==> src/include/ccl_pkg.sv <==
// Shared types and constants for the clean-transaction line state link.
// Assumes one clock and one asynchronous active-low reset on both ends.
`default_nettype none
package ccl_pkg;

  // Line state, one of five values
  typedef enum logic [2:0] {
    line_invalid      = 3'h0,
    line_unique_clean = 3'h1,
    line_unique_dirty = 3'h2,
    line_shared_clean = 3'h3,
    line_shared_dirty = 3'h4
  } ccl_line_t;

  // Clean transactions carried on the read address channel
  typedef enum logic [1:0] {
    txn_clean_unique  = 2'h0,
    txn_clean_shared  = 2'h1,
    txn_clean_invalid = 2'h2
  } ccl_txn_t;

  // Follow-up requests carried on the write address channel
  typedef enum logic [1:0] {
    wr_write_back  = 2'h0,
    wr_write_clean = 2'h1,
    wr_evict       = 2'h2
  } ccl_wr_t;

  localparam int unsigned RESP_W = 4;
  localparam int unsigned RESP_IS_SHARED_BIT = 3;
  localparam int unsigned RESP_PASS_DIRTY_BIT = 2;
  localparam logic [RESP_W-1:0] RESP_UNIQUE_CLEAN = 4'h0;
  localparam ccl_line_t LINE_RESET = line_invalid;
  localparam int unsigned ICN_RESP_LAT = 2;
  localparam int unsigned LAT_CNT_W = 8;

  function automatic logic line_is_dirty(input ccl_line_t s);
    return (s == line_unique_dirty) || (s == line_shared_dirty);
  endfunction

  function automatic logic line_is_unique(input ccl_line_t s);
    return (s == line_unique_clean) || (s == line_unique_dirty);
  endfunction

  // State left once a write-back or write-clean has made the line clean
  function automatic ccl_line_t line_cleaned(input ccl_line_t s);
    case (s)
      line_unique_dirty: return line_unique_clean;
      line_shared_dirty: return line_shared_clean;
      default: return s;
    endcase
  endfunction

endpackage
`default_nettype wire

==> src/include/ccl_link_if.sv <==
// Link between the cached master and the coherent interconnect.
// Single-beat responses; the testbench instantiates it and joins both ends.
`timescale 1ns/1ps
`default_nettype none
interface ccl_link_if (
  input wire logic mclk_i,
  input wire logic rst_n_i
);
  logic ar_valid;
  logic ar_ready;
  ccl_pkg::ccl_txn_t ar_kind;
  logic ar_shareable;
  logic ar_excl;
  logic r_valid;
  logic r_ready;
  logic [ccl_pkg::RESP_W-1:0] r_resp;
  logic r_last;
  logic ac_valid;
  logic ac_ready;
  logic aw_valid;
  logic aw_ready;
  ccl_pkg::ccl_wr_t aw_kind;

  modport master_mp (
    output ar_valid, ar_kind, ar_shareable, ar_excl, r_ready, ac_ready,
    output aw_valid, aw_kind,
    input ar_ready, r_valid, r_resp, r_last, ac_valid, aw_ready
  );

  modport icn_mp (
    input ar_valid, ar_kind, ar_shareable, ar_excl, r_ready, ac_ready,
    input aw_valid, aw_kind,
    output ar_ready, r_valid, r_resp, r_last, ac_valid, aw_ready
  );
endinterface
`default_nettype wire

==> src/verilog/ccl_master_end.sv <==
// Cached master end: tracks one line through CleanUnique, CleanShared and
// CleanInvalid. Assumes the interconnect end on the same clock via ccl_link_if.
`timescale 1ns/1ps
`default_nettype none
// Overview of operation
// [RQ1] Clean requests on AR, completion on R
// [RQ2] CleanUnique answer must be unique and clean
// [RQ3] Shared lines become unique on CleanUnique
// [RQ4] Invalid and unique lines keep state on CleanUnique
// [RQ5] Invalid line allocated only by full store
// [RQ6] Full store after CleanUnique leaves unique-dirty
// [RQ7] Snoops held off until the store finishes
// [RQ8] Snoop filter counts line allocated at completion
// [RQ9] Unallocated line: full store, write-back or evict
// [RQ10] CleanUnique returns no data, only ownership
// [RQ11] Interconnect cleans and removes other copies
// [RQ12] CleanUnique may carry the exclusive flag
// [RQ13] CleanShared allowed in any region
// [RQ14] Dirty line written clean before CleanShared
// [RQ15] Local writes allowed while CleanShared outstanding
// [RQ16] CleanShared answer never passes dirty
// [RQ17] CleanShared response sets shared or unique clean
// [RQ18] Dirty after CleanShared only from local write
// [RQ19] CleanInvalid allowed in any region
// [RQ20] Dirty line written back, invalidated, then CleanInvalid
// [RQ21] CleanInvalid answers 00, line stays invalid
// [RQ22] Five line states; bit 3 shared, 2 dirty
module ccl_master_end (
  // Clock and reset
  input wire logic mclk_i,
  input wire logic rst_n_i,
  // Link
  ccl_link_if.master_mp link,
  // Maintenance request
  input wire logic req_valid_i,
  input wire ccl_pkg::ccl_txn_t req_kind_i,
  input wire logic req_shareable_i,
  input wire logic req_excl_i,
  output logic req_ready_o,
  output logic done_o,
  output logic resp_err_o,
  // Local store
  input wire logic store_valid_i,
  input wire logic store_full_i,
  input wire logic store_none_i,
  // Line preload, standing in for the read transactions
  input wire logic fill_valid_i,
  input wire ccl_pkg::ccl_line_t fill_state_i,
  // Status
  output ccl_pkg::ccl_line_t line_state_o,
  output logic snoop_held_o
);
  import ccl_pkg::*;

  typedef enum logic [2:0] {
    st_idle    = 3'h0,
    st_pre_wr  = 3'h1,
    st_ar      = 3'h2,
    st_r       = 3'h3,
    st_store   = 3'h4,
    st_post_wr = 3'h5
  } ccl_mst_st_t;

  ccl_mst_st_t state_ff, nxt_state;
  ccl_line_t line_ff, nxt_line;
  ccl_line_t resp_line;
  ccl_txn_t kind_ff;
  ccl_wr_t aw_kind_ff, nxt_aw_kind;
  logic resp_legal, shareable_ff, excl_ff, wrote_ff;
  logic ar_valid_ff, r_ready_ff, ac_ready_ff, aw_valid_ff;
  logic req_ready_ff, done_ff, err_ff, held_ff;
  logic req_take, ar_fire, r_fire, ac_fire, aw_fire;

  assign req_take = (state_ff == st_idle) && req_ready_ff && req_valid_i && !fill_valid_i;
  assign ar_fire = ar_valid_ff && link.ar_ready; // RQ1
  assign r_fire = r_ready_ff && link.r_valid; // RQ1
  assign ac_fire = ac_ready_ff && link.ac_valid;
  assign aw_fire = aw_valid_ff && link.aw_ready;

  ccl_line_next u_next (
    .start_i(line_ff),
    .kind_i(kind_ff),
    .wrote_i(wrote_ff),
    .resp_i(link.r_resp),
    .next_o(resp_line),
    .legal_o(resp_legal)
  );

  always_comb
  begin
    nxt_state = state_ff;
    nxt_line = line_ff;
    nxt_aw_kind = aw_kind_ff;
    case (state_ff)
      st_idle:
      begin
        if (fill_valid_i)
          nxt_line = fill_state_i;
        else if (req_take)
        begin
          if (line_is_dirty(line_ff) && (req_kind_i != txn_clean_unique))
          begin
            // Clean the line first; invalidation needs a full write-back
            nxt_state = st_pre_wr; // RQ14 RQ20
            nxt_aw_kind = (req_kind_i == txn_clean_invalid) ? wr_write_back : wr_write_clean;
          end
          else
          begin
            if (req_kind_i == txn_clean_invalid)
              nxt_line = line_invalid; // RQ20
            nxt_state = st_ar;
          end
        end
        else if (store_valid_i && line_is_unique(line_ff))
          nxt_line = line_unique_dirty;
      end
      st_pre_wr:
      begin
        if (aw_fire)
        begin
          nxt_line = (kind_ff == txn_clean_invalid) ? line_invalid : line_cleaned(line_ff); // RQ20
          nxt_state = st_ar;
        end
      end
      st_ar:
        if (ar_fire)
          nxt_state = st_r;
      st_r:
      begin
        if (r_fire)
        begin
          nxt_line = resp_line; // RQ3 RQ4 RQ17 RQ21
          nxt_state = (kind_ff == txn_clean_unique) ? st_store : st_idle;
        end
      end
      st_store:
      begin
        if (store_valid_i && ((line_ff != line_invalid) || store_full_i))
        begin
          nxt_line = line_unique_dirty; // RQ5 RQ6
          nxt_state = st_idle;
        end
        else if (store_valid_i || (store_none_i && (line_ff == line_invalid)))
        begin
          // Unallocated line: a partial store goes straight out, no store evicts
          nxt_aw_kind = store_valid_i ? wr_write_back : wr_evict; // RQ9
          nxt_state = st_post_wr;
        end
        else if (store_none_i)
          nxt_state = st_idle;
      end
      st_post_wr:
        if (aw_fire)
          nxt_state = st_idle;
      default:
        nxt_state = st_idle;
    endcase
    // A snoop taken in this cycle removes the line
    if (ac_fire)
      nxt_line = line_invalid;
  end

  always_ff @(posedge mclk_i or negedge rst_n_i)
  begin
    if (!rst_n_i)
      state_ff <= st_idle;
    else
      state_ff <= nxt_state;
  end

  always_ff @(posedge mclk_i or negedge rst_n_i)
  begin
    if (!rst_n_i)
      line_ff <= LINE_RESET;
    else
      line_ff <= nxt_line;
  end

  // Request attributes, held for the whole sequence
  always_ff @(posedge mclk_i or negedge rst_n_i)
  begin
    if (!rst_n_i)
    begin
      kind_ff <= txn_clean_unique;
      shareable_ff <= 1'b0;
      excl_ff <= 1'b0;
    end
    else if (req_take)
    begin
      kind_ff <= req_kind_i;
      // CleanUnique only makes sense for shareable memory
      shareable_ff <= req_shareable_i || (req_kind_i == txn_clean_unique); // RQ13 RQ19
      excl_ff <= req_excl_i && (req_kind_i == txn_clean_unique); // RQ12
    end
  end

  // Local write while CleanShared is outstanding
  always_ff @(posedge mclk_i or negedge rst_n_i)
  begin
    if (!rst_n_i)
      wrote_ff <= 1'b0;
    else if (state_ff == st_idle)
      wrote_ff <= 1'b0;
    else if ((state_ff == st_ar || state_ff == st_r) && (kind_ff == txn_clean_shared) &&
             store_valid_i && line_is_unique(line_ff))
      wrote_ff <= 1'b1; // RQ15 RQ18
  end

  // Channel handshakes; valids drop on the edge that completes them
  always_ff @(posedge mclk_i or negedge rst_n_i)
  begin
    if (!rst_n_i)
    begin
      ar_valid_ff <= 1'b0;
      r_ready_ff <= 1'b0;
      aw_valid_ff <= 1'b0;
      aw_kind_ff <= wr_write_back;
    end
    else
    begin
      ar_valid_ff <= (nxt_state == st_ar); // RQ1
      r_ready_ff <= (nxt_state == st_r); // RQ1
      aw_valid_ff <= (nxt_state == st_pre_wr) || (nxt_state == st_post_wr);
      aw_kind_ff <= nxt_aw_kind;
    end
  end

  // Snoops wait while the store that follows CleanUnique is pending
  always_ff @(posedge mclk_i or negedge rst_n_i)
  begin
    if (!rst_n_i)
    begin
      ac_ready_ff <= 1'b0;
      held_ff <= 1'b0;
    end
    else
    begin
      ac_ready_ff <= !ac_fire && ((nxt_state == st_idle) || (nxt_state == st_ar) ||
                     (nxt_state == st_r)); // RQ7
      held_ff <= (nxt_state == st_store); // RQ7
    end
  end

  always_ff @(posedge mclk_i or negedge rst_n_i)
  begin
    if (!rst_n_i)
    begin
      req_ready_ff <= 1'b0;
      done_ff <= 1'b0;
      err_ff <= 1'b0;
    end
    else
    begin
      req_ready_ff <= (nxt_state == st_idle);
      done_ff <= (state_ff != st_idle) && (nxt_state == st_idle);
      // Only a single response beat is expected; no data comes back
      err_ff <= r_fire && (!resp_legal || !link.r_last); // RQ10
    end
  end

  assign link.ar_valid = ar_valid_ff;
  assign link.ar_kind = kind_ff;
  assign link.ar_shareable = shareable_ff;
  assign link.ar_excl = excl_ff;
  assign link.r_ready = r_ready_ff;
  assign link.ac_ready = ac_ready_ff;
  assign link.aw_valid = aw_valid_ff;
  assign link.aw_kind = aw_kind_ff;
  assign req_ready_o = req_ready_ff;
  assign done_o = done_ff;
  assign resp_err_o = err_ff;
  assign line_state_o = line_ff;
  assign snoop_held_o = held_ff;
endmodule
`default_nettype wire

==> src/verilog/ccl_line_next.sv <==
// Line state after a clean-transaction response, and whether the response is legal.
// Purely combinational; the master samples it on the response handshake.
`timescale 1ns/1ps
`default_nettype none
module ccl_line_next (
  // Current line and transaction
  input wire ccl_pkg::ccl_line_t start_i,
  input wire ccl_pkg::ccl_txn_t kind_i,
  input wire logic wrote_i,
  // Response
  input wire logic [ccl_pkg::RESP_W-1:0] resp_i,
  output ccl_pkg::ccl_line_t next_o,
  output logic legal_o
);
  import ccl_pkg::*;

  logic is_shared;
  logic pass_dirty;

  assign is_shared = resp_i[RESP_IS_SHARED_BIT]; // RQ22
  assign pass_dirty = resp_i[RESP_PASS_DIRTY_BIT]; // RQ22

  always_comb
  begin
    next_o = start_i;
    legal_o = 1'b1;
    case (kind_i)
      txn_clean_unique:
      begin
        legal_o = !is_shared && !pass_dirty; // RQ2
        // Invalid and unique lines keep their state
        if (start_i == line_shared_clean)
          next_o = line_unique_clean; // RQ3
        else if (start_i == line_shared_dirty)
          next_o = line_unique_dirty; // RQ3
      end
      txn_clean_shared:
      begin
        legal_o = !pass_dirty; // RQ16
        if (start_i == line_unique_clean)
        begin
          // A local write during the transaction is what makes it dirty
          if (wrote_i)
            next_o = is_shared ? line_shared_dirty : line_unique_dirty; // RQ18
          else
            next_o = is_shared ? line_shared_clean : line_unique_clean; // RQ17
        end
        else if (start_i == line_shared_clean)
          next_o = is_shared ? line_shared_clean : line_unique_clean; // RQ17
      end
      txn_clean_invalid:
      begin
        legal_o = !is_shared && !pass_dirty; // RQ21
        next_o = line_invalid; // RQ21
      end
      default:
        legal_o = 1'b0;
    endcase
  end
endmodule
`default_nettype wire

==> src/flat_wrapper.sv <==
// flat-port wrapper written by rule: the top's interface ports become plain ports
module ccl_master_end_flat import ccl_pkg::*;
  (mclk_i, rst_n_i, req_valid_i, req_kind_i, req_shareable_i, req_excl_i, req_ready_o, done_o, resp_err_o, store_valid_i, store_full_i, store_none_i, fill_valid_i, fill_state_i, line_state_o, snoop_held_o, link_ar_valid, link_ar_kind, link_ar_shareable, link_ar_excl, link_r_ready, link_ac_ready, link_aw_valid, link_aw_kind, link_ar_ready, link_r_valid, link_r_resp, link_r_last, link_ac_valid, link_aw_ready);
  ccl_link_if link_i (.mclk_i(mclk_i), .rst_n_i(rst_n_i));
  input wire logic mclk_i;
  input wire logic rst_n_i;
  input wire logic req_valid_i;
  input wire ccl_pkg::ccl_txn_t req_kind_i;
  input wire logic req_shareable_i;
  input wire logic req_excl_i;
  output logic req_ready_o;
  output logic done_o;
  output logic resp_err_o;
  input wire logic store_valid_i;
  input wire logic store_full_i;
  input wire logic store_none_i;
  input wire logic fill_valid_i;
  input wire ccl_pkg::ccl_line_t fill_state_i;
  output ccl_pkg::ccl_line_t line_state_o;
  output logic snoop_held_o;
  output wire logic [$bits(link_i.ar_valid)-1:0] link_ar_valid;
  output wire logic [$bits(link_i.ar_kind)-1:0] link_ar_kind;
  output wire logic [$bits(link_i.ar_shareable)-1:0] link_ar_shareable;
  output wire logic [$bits(link_i.ar_excl)-1:0] link_ar_excl;
  output wire logic [$bits(link_i.r_ready)-1:0] link_r_ready;
  output wire logic [$bits(link_i.ac_ready)-1:0] link_ac_ready;
  output wire logic [$bits(link_i.aw_valid)-1:0] link_aw_valid;
  output wire logic [$bits(link_i.aw_kind)-1:0] link_aw_kind;
  input wire logic [$bits(link_i.ar_ready)-1:0] link_ar_ready;
  input wire logic [$bits(link_i.r_valid)-1:0] link_r_valid;
  input wire logic [$bits(link_i.r_resp)-1:0] link_r_resp;
  input wire logic [$bits(link_i.r_last)-1:0] link_r_last;
  input wire logic [$bits(link_i.ac_valid)-1:0] link_ac_valid;
  input wire logic [$bits(link_i.aw_ready)-1:0] link_aw_ready;
  assign link_ar_valid = link_i.ar_valid;
  assign link_ar_kind = link_i.ar_kind;
  assign link_ar_shareable = link_i.ar_shareable;
  assign link_ar_excl = link_i.ar_excl;
  assign link_r_ready = link_i.r_ready;
  assign link_ac_ready = link_i.ac_ready;
  assign link_aw_valid = link_i.aw_valid;
  assign link_aw_kind = link_i.aw_kind;
  assign link_i.ar_ready = link_ar_ready;
  assign link_i.r_valid = link_r_valid;
  assign link_i.r_resp = link_r_resp;
  assign link_i.r_last = link_r_last;
  assign link_i.ac_valid = link_ac_valid;
  assign link_i.aw_ready = link_aw_ready;
  ccl_master_end u_core (.mclk_i(mclk_i), .rst_n_i(rst_n_i), .link(link_i), .req_valid_i(req_valid_i), .req_kind_i(req_kind_i), .req_shareable_i(req_shareable_i), .req_excl_i(req_excl_i), .req_ready_o(req_ready_o), .done_o(done_o), .resp_err_o(resp_err_o), .store_valid_i(store_valid_i), .store_full_i(store_full_i), .store_none_i(store_none_i), .fill_valid_i(fill_valid_i), .fill_state_i(fill_state_i), .line_state_o(line_state_o), .snoop_held_o(snoop_held_o));
endmodule
==> config.mk <==
export PLATFORM = sky130hd
export DESIGN_NAME = ccl_master_end_flat
export DESIGN_NICKNAME = d
export VERILOG_FILES = /design/src/include/ccl_pkg.sv /design/src/include/ccl_link_if.sv /design/src/verilog/ccl_master_end.sv /design/src/verilog/ccl_line_next.sv /design/src/flat_wrapper.sv
export SDC_FILE = /design/constraint.sdc
export NUM_CORES = 1
export LEC_CHECK = 0
export BUFFER_PORTS_ARGS = -buffer_cell sky130_fd_sc_hd__buf_2
export CORE_MARGIN = 5
export CORE_UTILIZATION = 30
export CTS_CLUSTER_SIZE = 25
export DETAILED_ROUTE_END_ITERATION = 8
export GPL_TIMING_DRIVEN = 1
export PLACE_DENSITY = 0.48
export SLEW_MARGIN = 10
export SYNTH_ARGS = -nofsm -noshare
export SYNTH_HDL_FRONTEND = slang
export SYNTH_SLANG_ARGS = --single-unit
==> constraint.sdc <==
create_clock -name mclk_i -period 2.3 [get_ports mclk_i]
set_clock_uncertainty 0.2 [all_clocks]
set_input_delay 0 -clock mclk_i [delete_from_list [all_inputs] [get_ports mclk_i]]
set_output_delay 0 -clock mclk_i [all_outputs]
set_load 0.02 [all_outputs]
==> flow_summary.ini <==
[power_and_ir_drop]
switching_share = 0.450
switching_power_mw = 1.04
total_power_mw = 2.32
p_leak_nw = 0.909
power_density_nw_per_um2 = 1230
comb_power_share = 0.622
vdd_drop_max_uv = 543
clkPwrFrac = 0.109
p_int_mw = 1.27
power_frac_seq = 0.268

[drt]
route.detailed.drc = 0
wire_per_inst_um = 15.1
ant_nets = 0
routed_wirelength_um = 3930
drt_iter0_markers = 47
num_vias = 1340
dr.pass1.iters = 4
viasPerCell = 5.13

[timing]
rsz0062_at_grt = no
worstMarginPinSlew_ns = 0.494
timing.setup.tns_ns = 0
maxSlewViolCount = 0
fin_crit_sh = 0.962
hold_violations = 0
relSlewSlack = 0.671
fin_crit_ns = 2.21
max_freq_ghz = 0.452
finalSetupViolCount = 0

[die]
io_pins = 40
core-area_um2 = 4380
die_w_um = 77.3
die-height_um = 77.3
rows = 24
start_util = 0.310
die-area_um2 = 5980

[hold_path]
min_from = link_r_valid
min_path_type = primary input to flop

[grt]
grt_max_degree = 22
grt_pass1_wl_um = 6780
antenna_found_initial = 0
first_global_vias = 1491
grt_overflow = 0
gr-usage-all-layers = 0.137

[worst_setup_path]
crit_end = u_core.line_state_o[1]
rr_worst_depth = 7
crit_slowest_cell = dfrtp_1
cp-end-kind = flop
critical_path.top_delay_family = simple AND/OR/NAND/NOR gates
cp_num_buf_inv = 1
arrival_ns = 2.19
crit_required_ns = 2.28
cp_num_cells = 7
slowest_delay_ns = 0.42
reg2reg_from = u_core.link.ar_kind[0]
cp-start-kind = flop
path_cells = ha_2 > nor4b_2 > a2111oi_2 > a2111oi_1 > nand3_1 > buf_4 > mux2i_1
crit_start = u_core.link.ar_kind[0]
cp_max_fo = 5
worstSetupPathType = flop to flop
timing.rr.end = u_core.line_state_o[1]
reg2reg_slack_ns = 0.09

[flow_run]
cap_violations = 0

[layout]
layout.nets = 238
synthToLayoutAreaGrowth_pct = 38.8
n_fill_cell = 458
n_antenna_cell = 0
drive_gt1_frac = 0.330
utilization = 0.431

[synth]
ys.flop_type = dfrtp_1
yosys.cell_count.top_type = dfrtp_1
syn_inst = 147
yosysUniqueCellTypes = 47
syn-cell-area_um2 = 1360
synth_edf_count = 0
synth_seq_cells = 21
synth_area_leaders = dfrtp_1 (39%), ha_1 (4.6%), nand2_1 (4.1%)
ys_warn_count = 0
synth.net_count = 175
post-synth-top-area-cell = dfrtp_1
synth_top_area_frac = 0.386
synth_area_per_cell_um2 = 9.25
seq_area_frac_synth = 0.386
async_reset_ff_frac = 1.00
synth_top_cells_by_count = dfrtp_1 (21), nand2_1 (15), nor2_1 (8), o21ai_0 (8)

[clock_tree]
cts_setup_buffers = 0
cts_buffers = 3
cts_htree_levels = 1
cts_sinks = 21
cts_tree = built
clk_latency_ns = 0.26
cts_root_buffer = clkbuf_8
clk_pin_slew_ns = 0.08
cts_buffer_depth = 2

[outcome]
status = finished clean

[placement]
dpl.hpwl_um = 3080
port_buffers = 37
gp_congestion = 0.809
[cell type report]
type / count / area [um^2] / share of cell area
flip-flops and latches: 21 / 527 / 0.279
inverters: 5 / 18.8 / 0.00994
well taps: 52 / 65.1 / 0.0345
multi-input cells: 113 / 795 / 0.421
clock buffers: 4 / 45.0 / 0.0239
repair buffers: 66 / 438 / 0.232
[state kept, by name, indices dropped and copies added, names as in the netlist]
| signal | flops |
|---|---|
| u_core.line_state_o | 3 |
| u_core.state_ff | 3 |
| u_core.link.ar_kind | 2 |
| u_core.link.aw_kind | 2 |
| u_core.done_o | 1 |
| u_core.link.ac_ready | 1 |
| u_core.link.ar_excl | 1 |
| u_core.link.ar_shareable | 1 |
| u_core.link.ar_valid | 1 |
| u_core.link.aw_valid | 1 |
| u_core.link.r_ready | 1 |
| u_core.req_ready_o | 1 |
| u_core.resp_err_o | 1 |
| u_core.snoop_held_o | 1 |
| u_core.wrote_ff | 1 |
[worst reg2reg max path, delay by kind of cell, from the launching register on]
kind            cells  cell delay (ns)
buf+inv             1             0.19
compound gates      2             0.42
flops               1             0.42
mux                 1             0.18
fa+ha+maj           1             0.24
simple gates        2             0.48
[what timing repair did]
action / 4_1_cts / 5_1_grt
cloned: 0 / 0
pin swaps: 2 / 2
gates resized for setup: 3 / 6
hold buffers: 14 / 0
hold endpoints to repair: 31 / 0
endpoints found under the setup margin: 2 / 10
[placed cells by master, fill, tap and decap left out, types with 2 or more instances in the layout]
| cell type | n |
|---|---|
| nor2b_1 | 4 |
| a2111oi_2 | 2 |
| a21oi_1 | 7 |
| nand2_1 | 15 |
| o21ai_0 | 8 |
| dlygate4sd3_1 | 14 |
| clkbuf_8 | 3 |
| buf_2 | 37 |
| nor4_1 | 2 |
| o21bai_1 | 2 |
| buf_4 | 15 |
| nor3b_1 | 2 |
| mux2_2 | 2 |
| a41o_1 | 2 |
| ha_1 | 4 |
| nand2b_1 | 7 |
| inv_1 | 5 |
| nor3_1 | 7 |
| nand3_1 | 6 |
| mux2i_1 | 4 |
| dfrtp_1 | 20 |
| nor2_1 | 8 |
| a31oi_1 | 4 |
[how the worst min path moves through the flow]
stage	end	slack (ns)	depth (start not counted)
floorplan	u_core.done_o	-0.50	0
global placement	u_core.link.ar_excl	-0.21	1
detailed placement	u_core.link.ar_shareable	-0.20	1
CTS	u_core.state_ff[1]	0.03	3
global route	u_core.state_ff[2]	0.05	3
finish	u_core.link.ac_ready	0.02	4
[cell families after synthesis]
| family | Yosys count | share of synthesized area |
|---|---|---|
| DFF | 21 | 0.386 |
| AOI/OAI and AO/OA | 37 | 0.189 |
| adders and majority gates | 5 | 0.0460 |
| xor gates and xnor gates | 2 | 0.0129 |
| muxes | 6 | 0.0460 |
| and+or+nand+nor | 63 | 0.265 |
| buffers and inverters | 13 | 0.0552 |
[layer usage]
layer	up-vias	routed length [um]	GRT usage
met4	0	74	0.0567
met1	636	1820	0.167
met3	8	162	0.0336
met5	-	0	0
li1	665	-	-
met2	31	1880	0.228
[per-stage QoR]
stage / setup slack [ns] / instances / hold WS, ns / area [um^2]
floorplan: 0.0855 / 147 / -0.496 / 1360
global placement: 0.0247 / 243 / -0.213 / 1670
detailed placement: 0.0605 / 243 / -0.197 / 1670
CTS: 0.0356 / 261 / 0.0349 / 1860
global route: 0.0234 / 261 / 0.0500 / 1890
finish: 0.0869 / 261 / 0.0219 / 1890
[power groups by stage]
| stage | Combinational (mW) | Clock, mW | Sequential [mW] |
|---|---|---|---|
| finish | 1.44 | 0.253 | 0.621 |
| global route | 1.59 | 0.272 | 0.637 |
| CTS | 1.42 | 0.259 | 0.617 |
| detailed placement | 1.35 | 0 | 0.624 |
| global placement | 1.35 | 0 | 0.617 |
| floorplan | 0.767 | 0 | 0.768 |
Power figures use the tool's default switching activity.
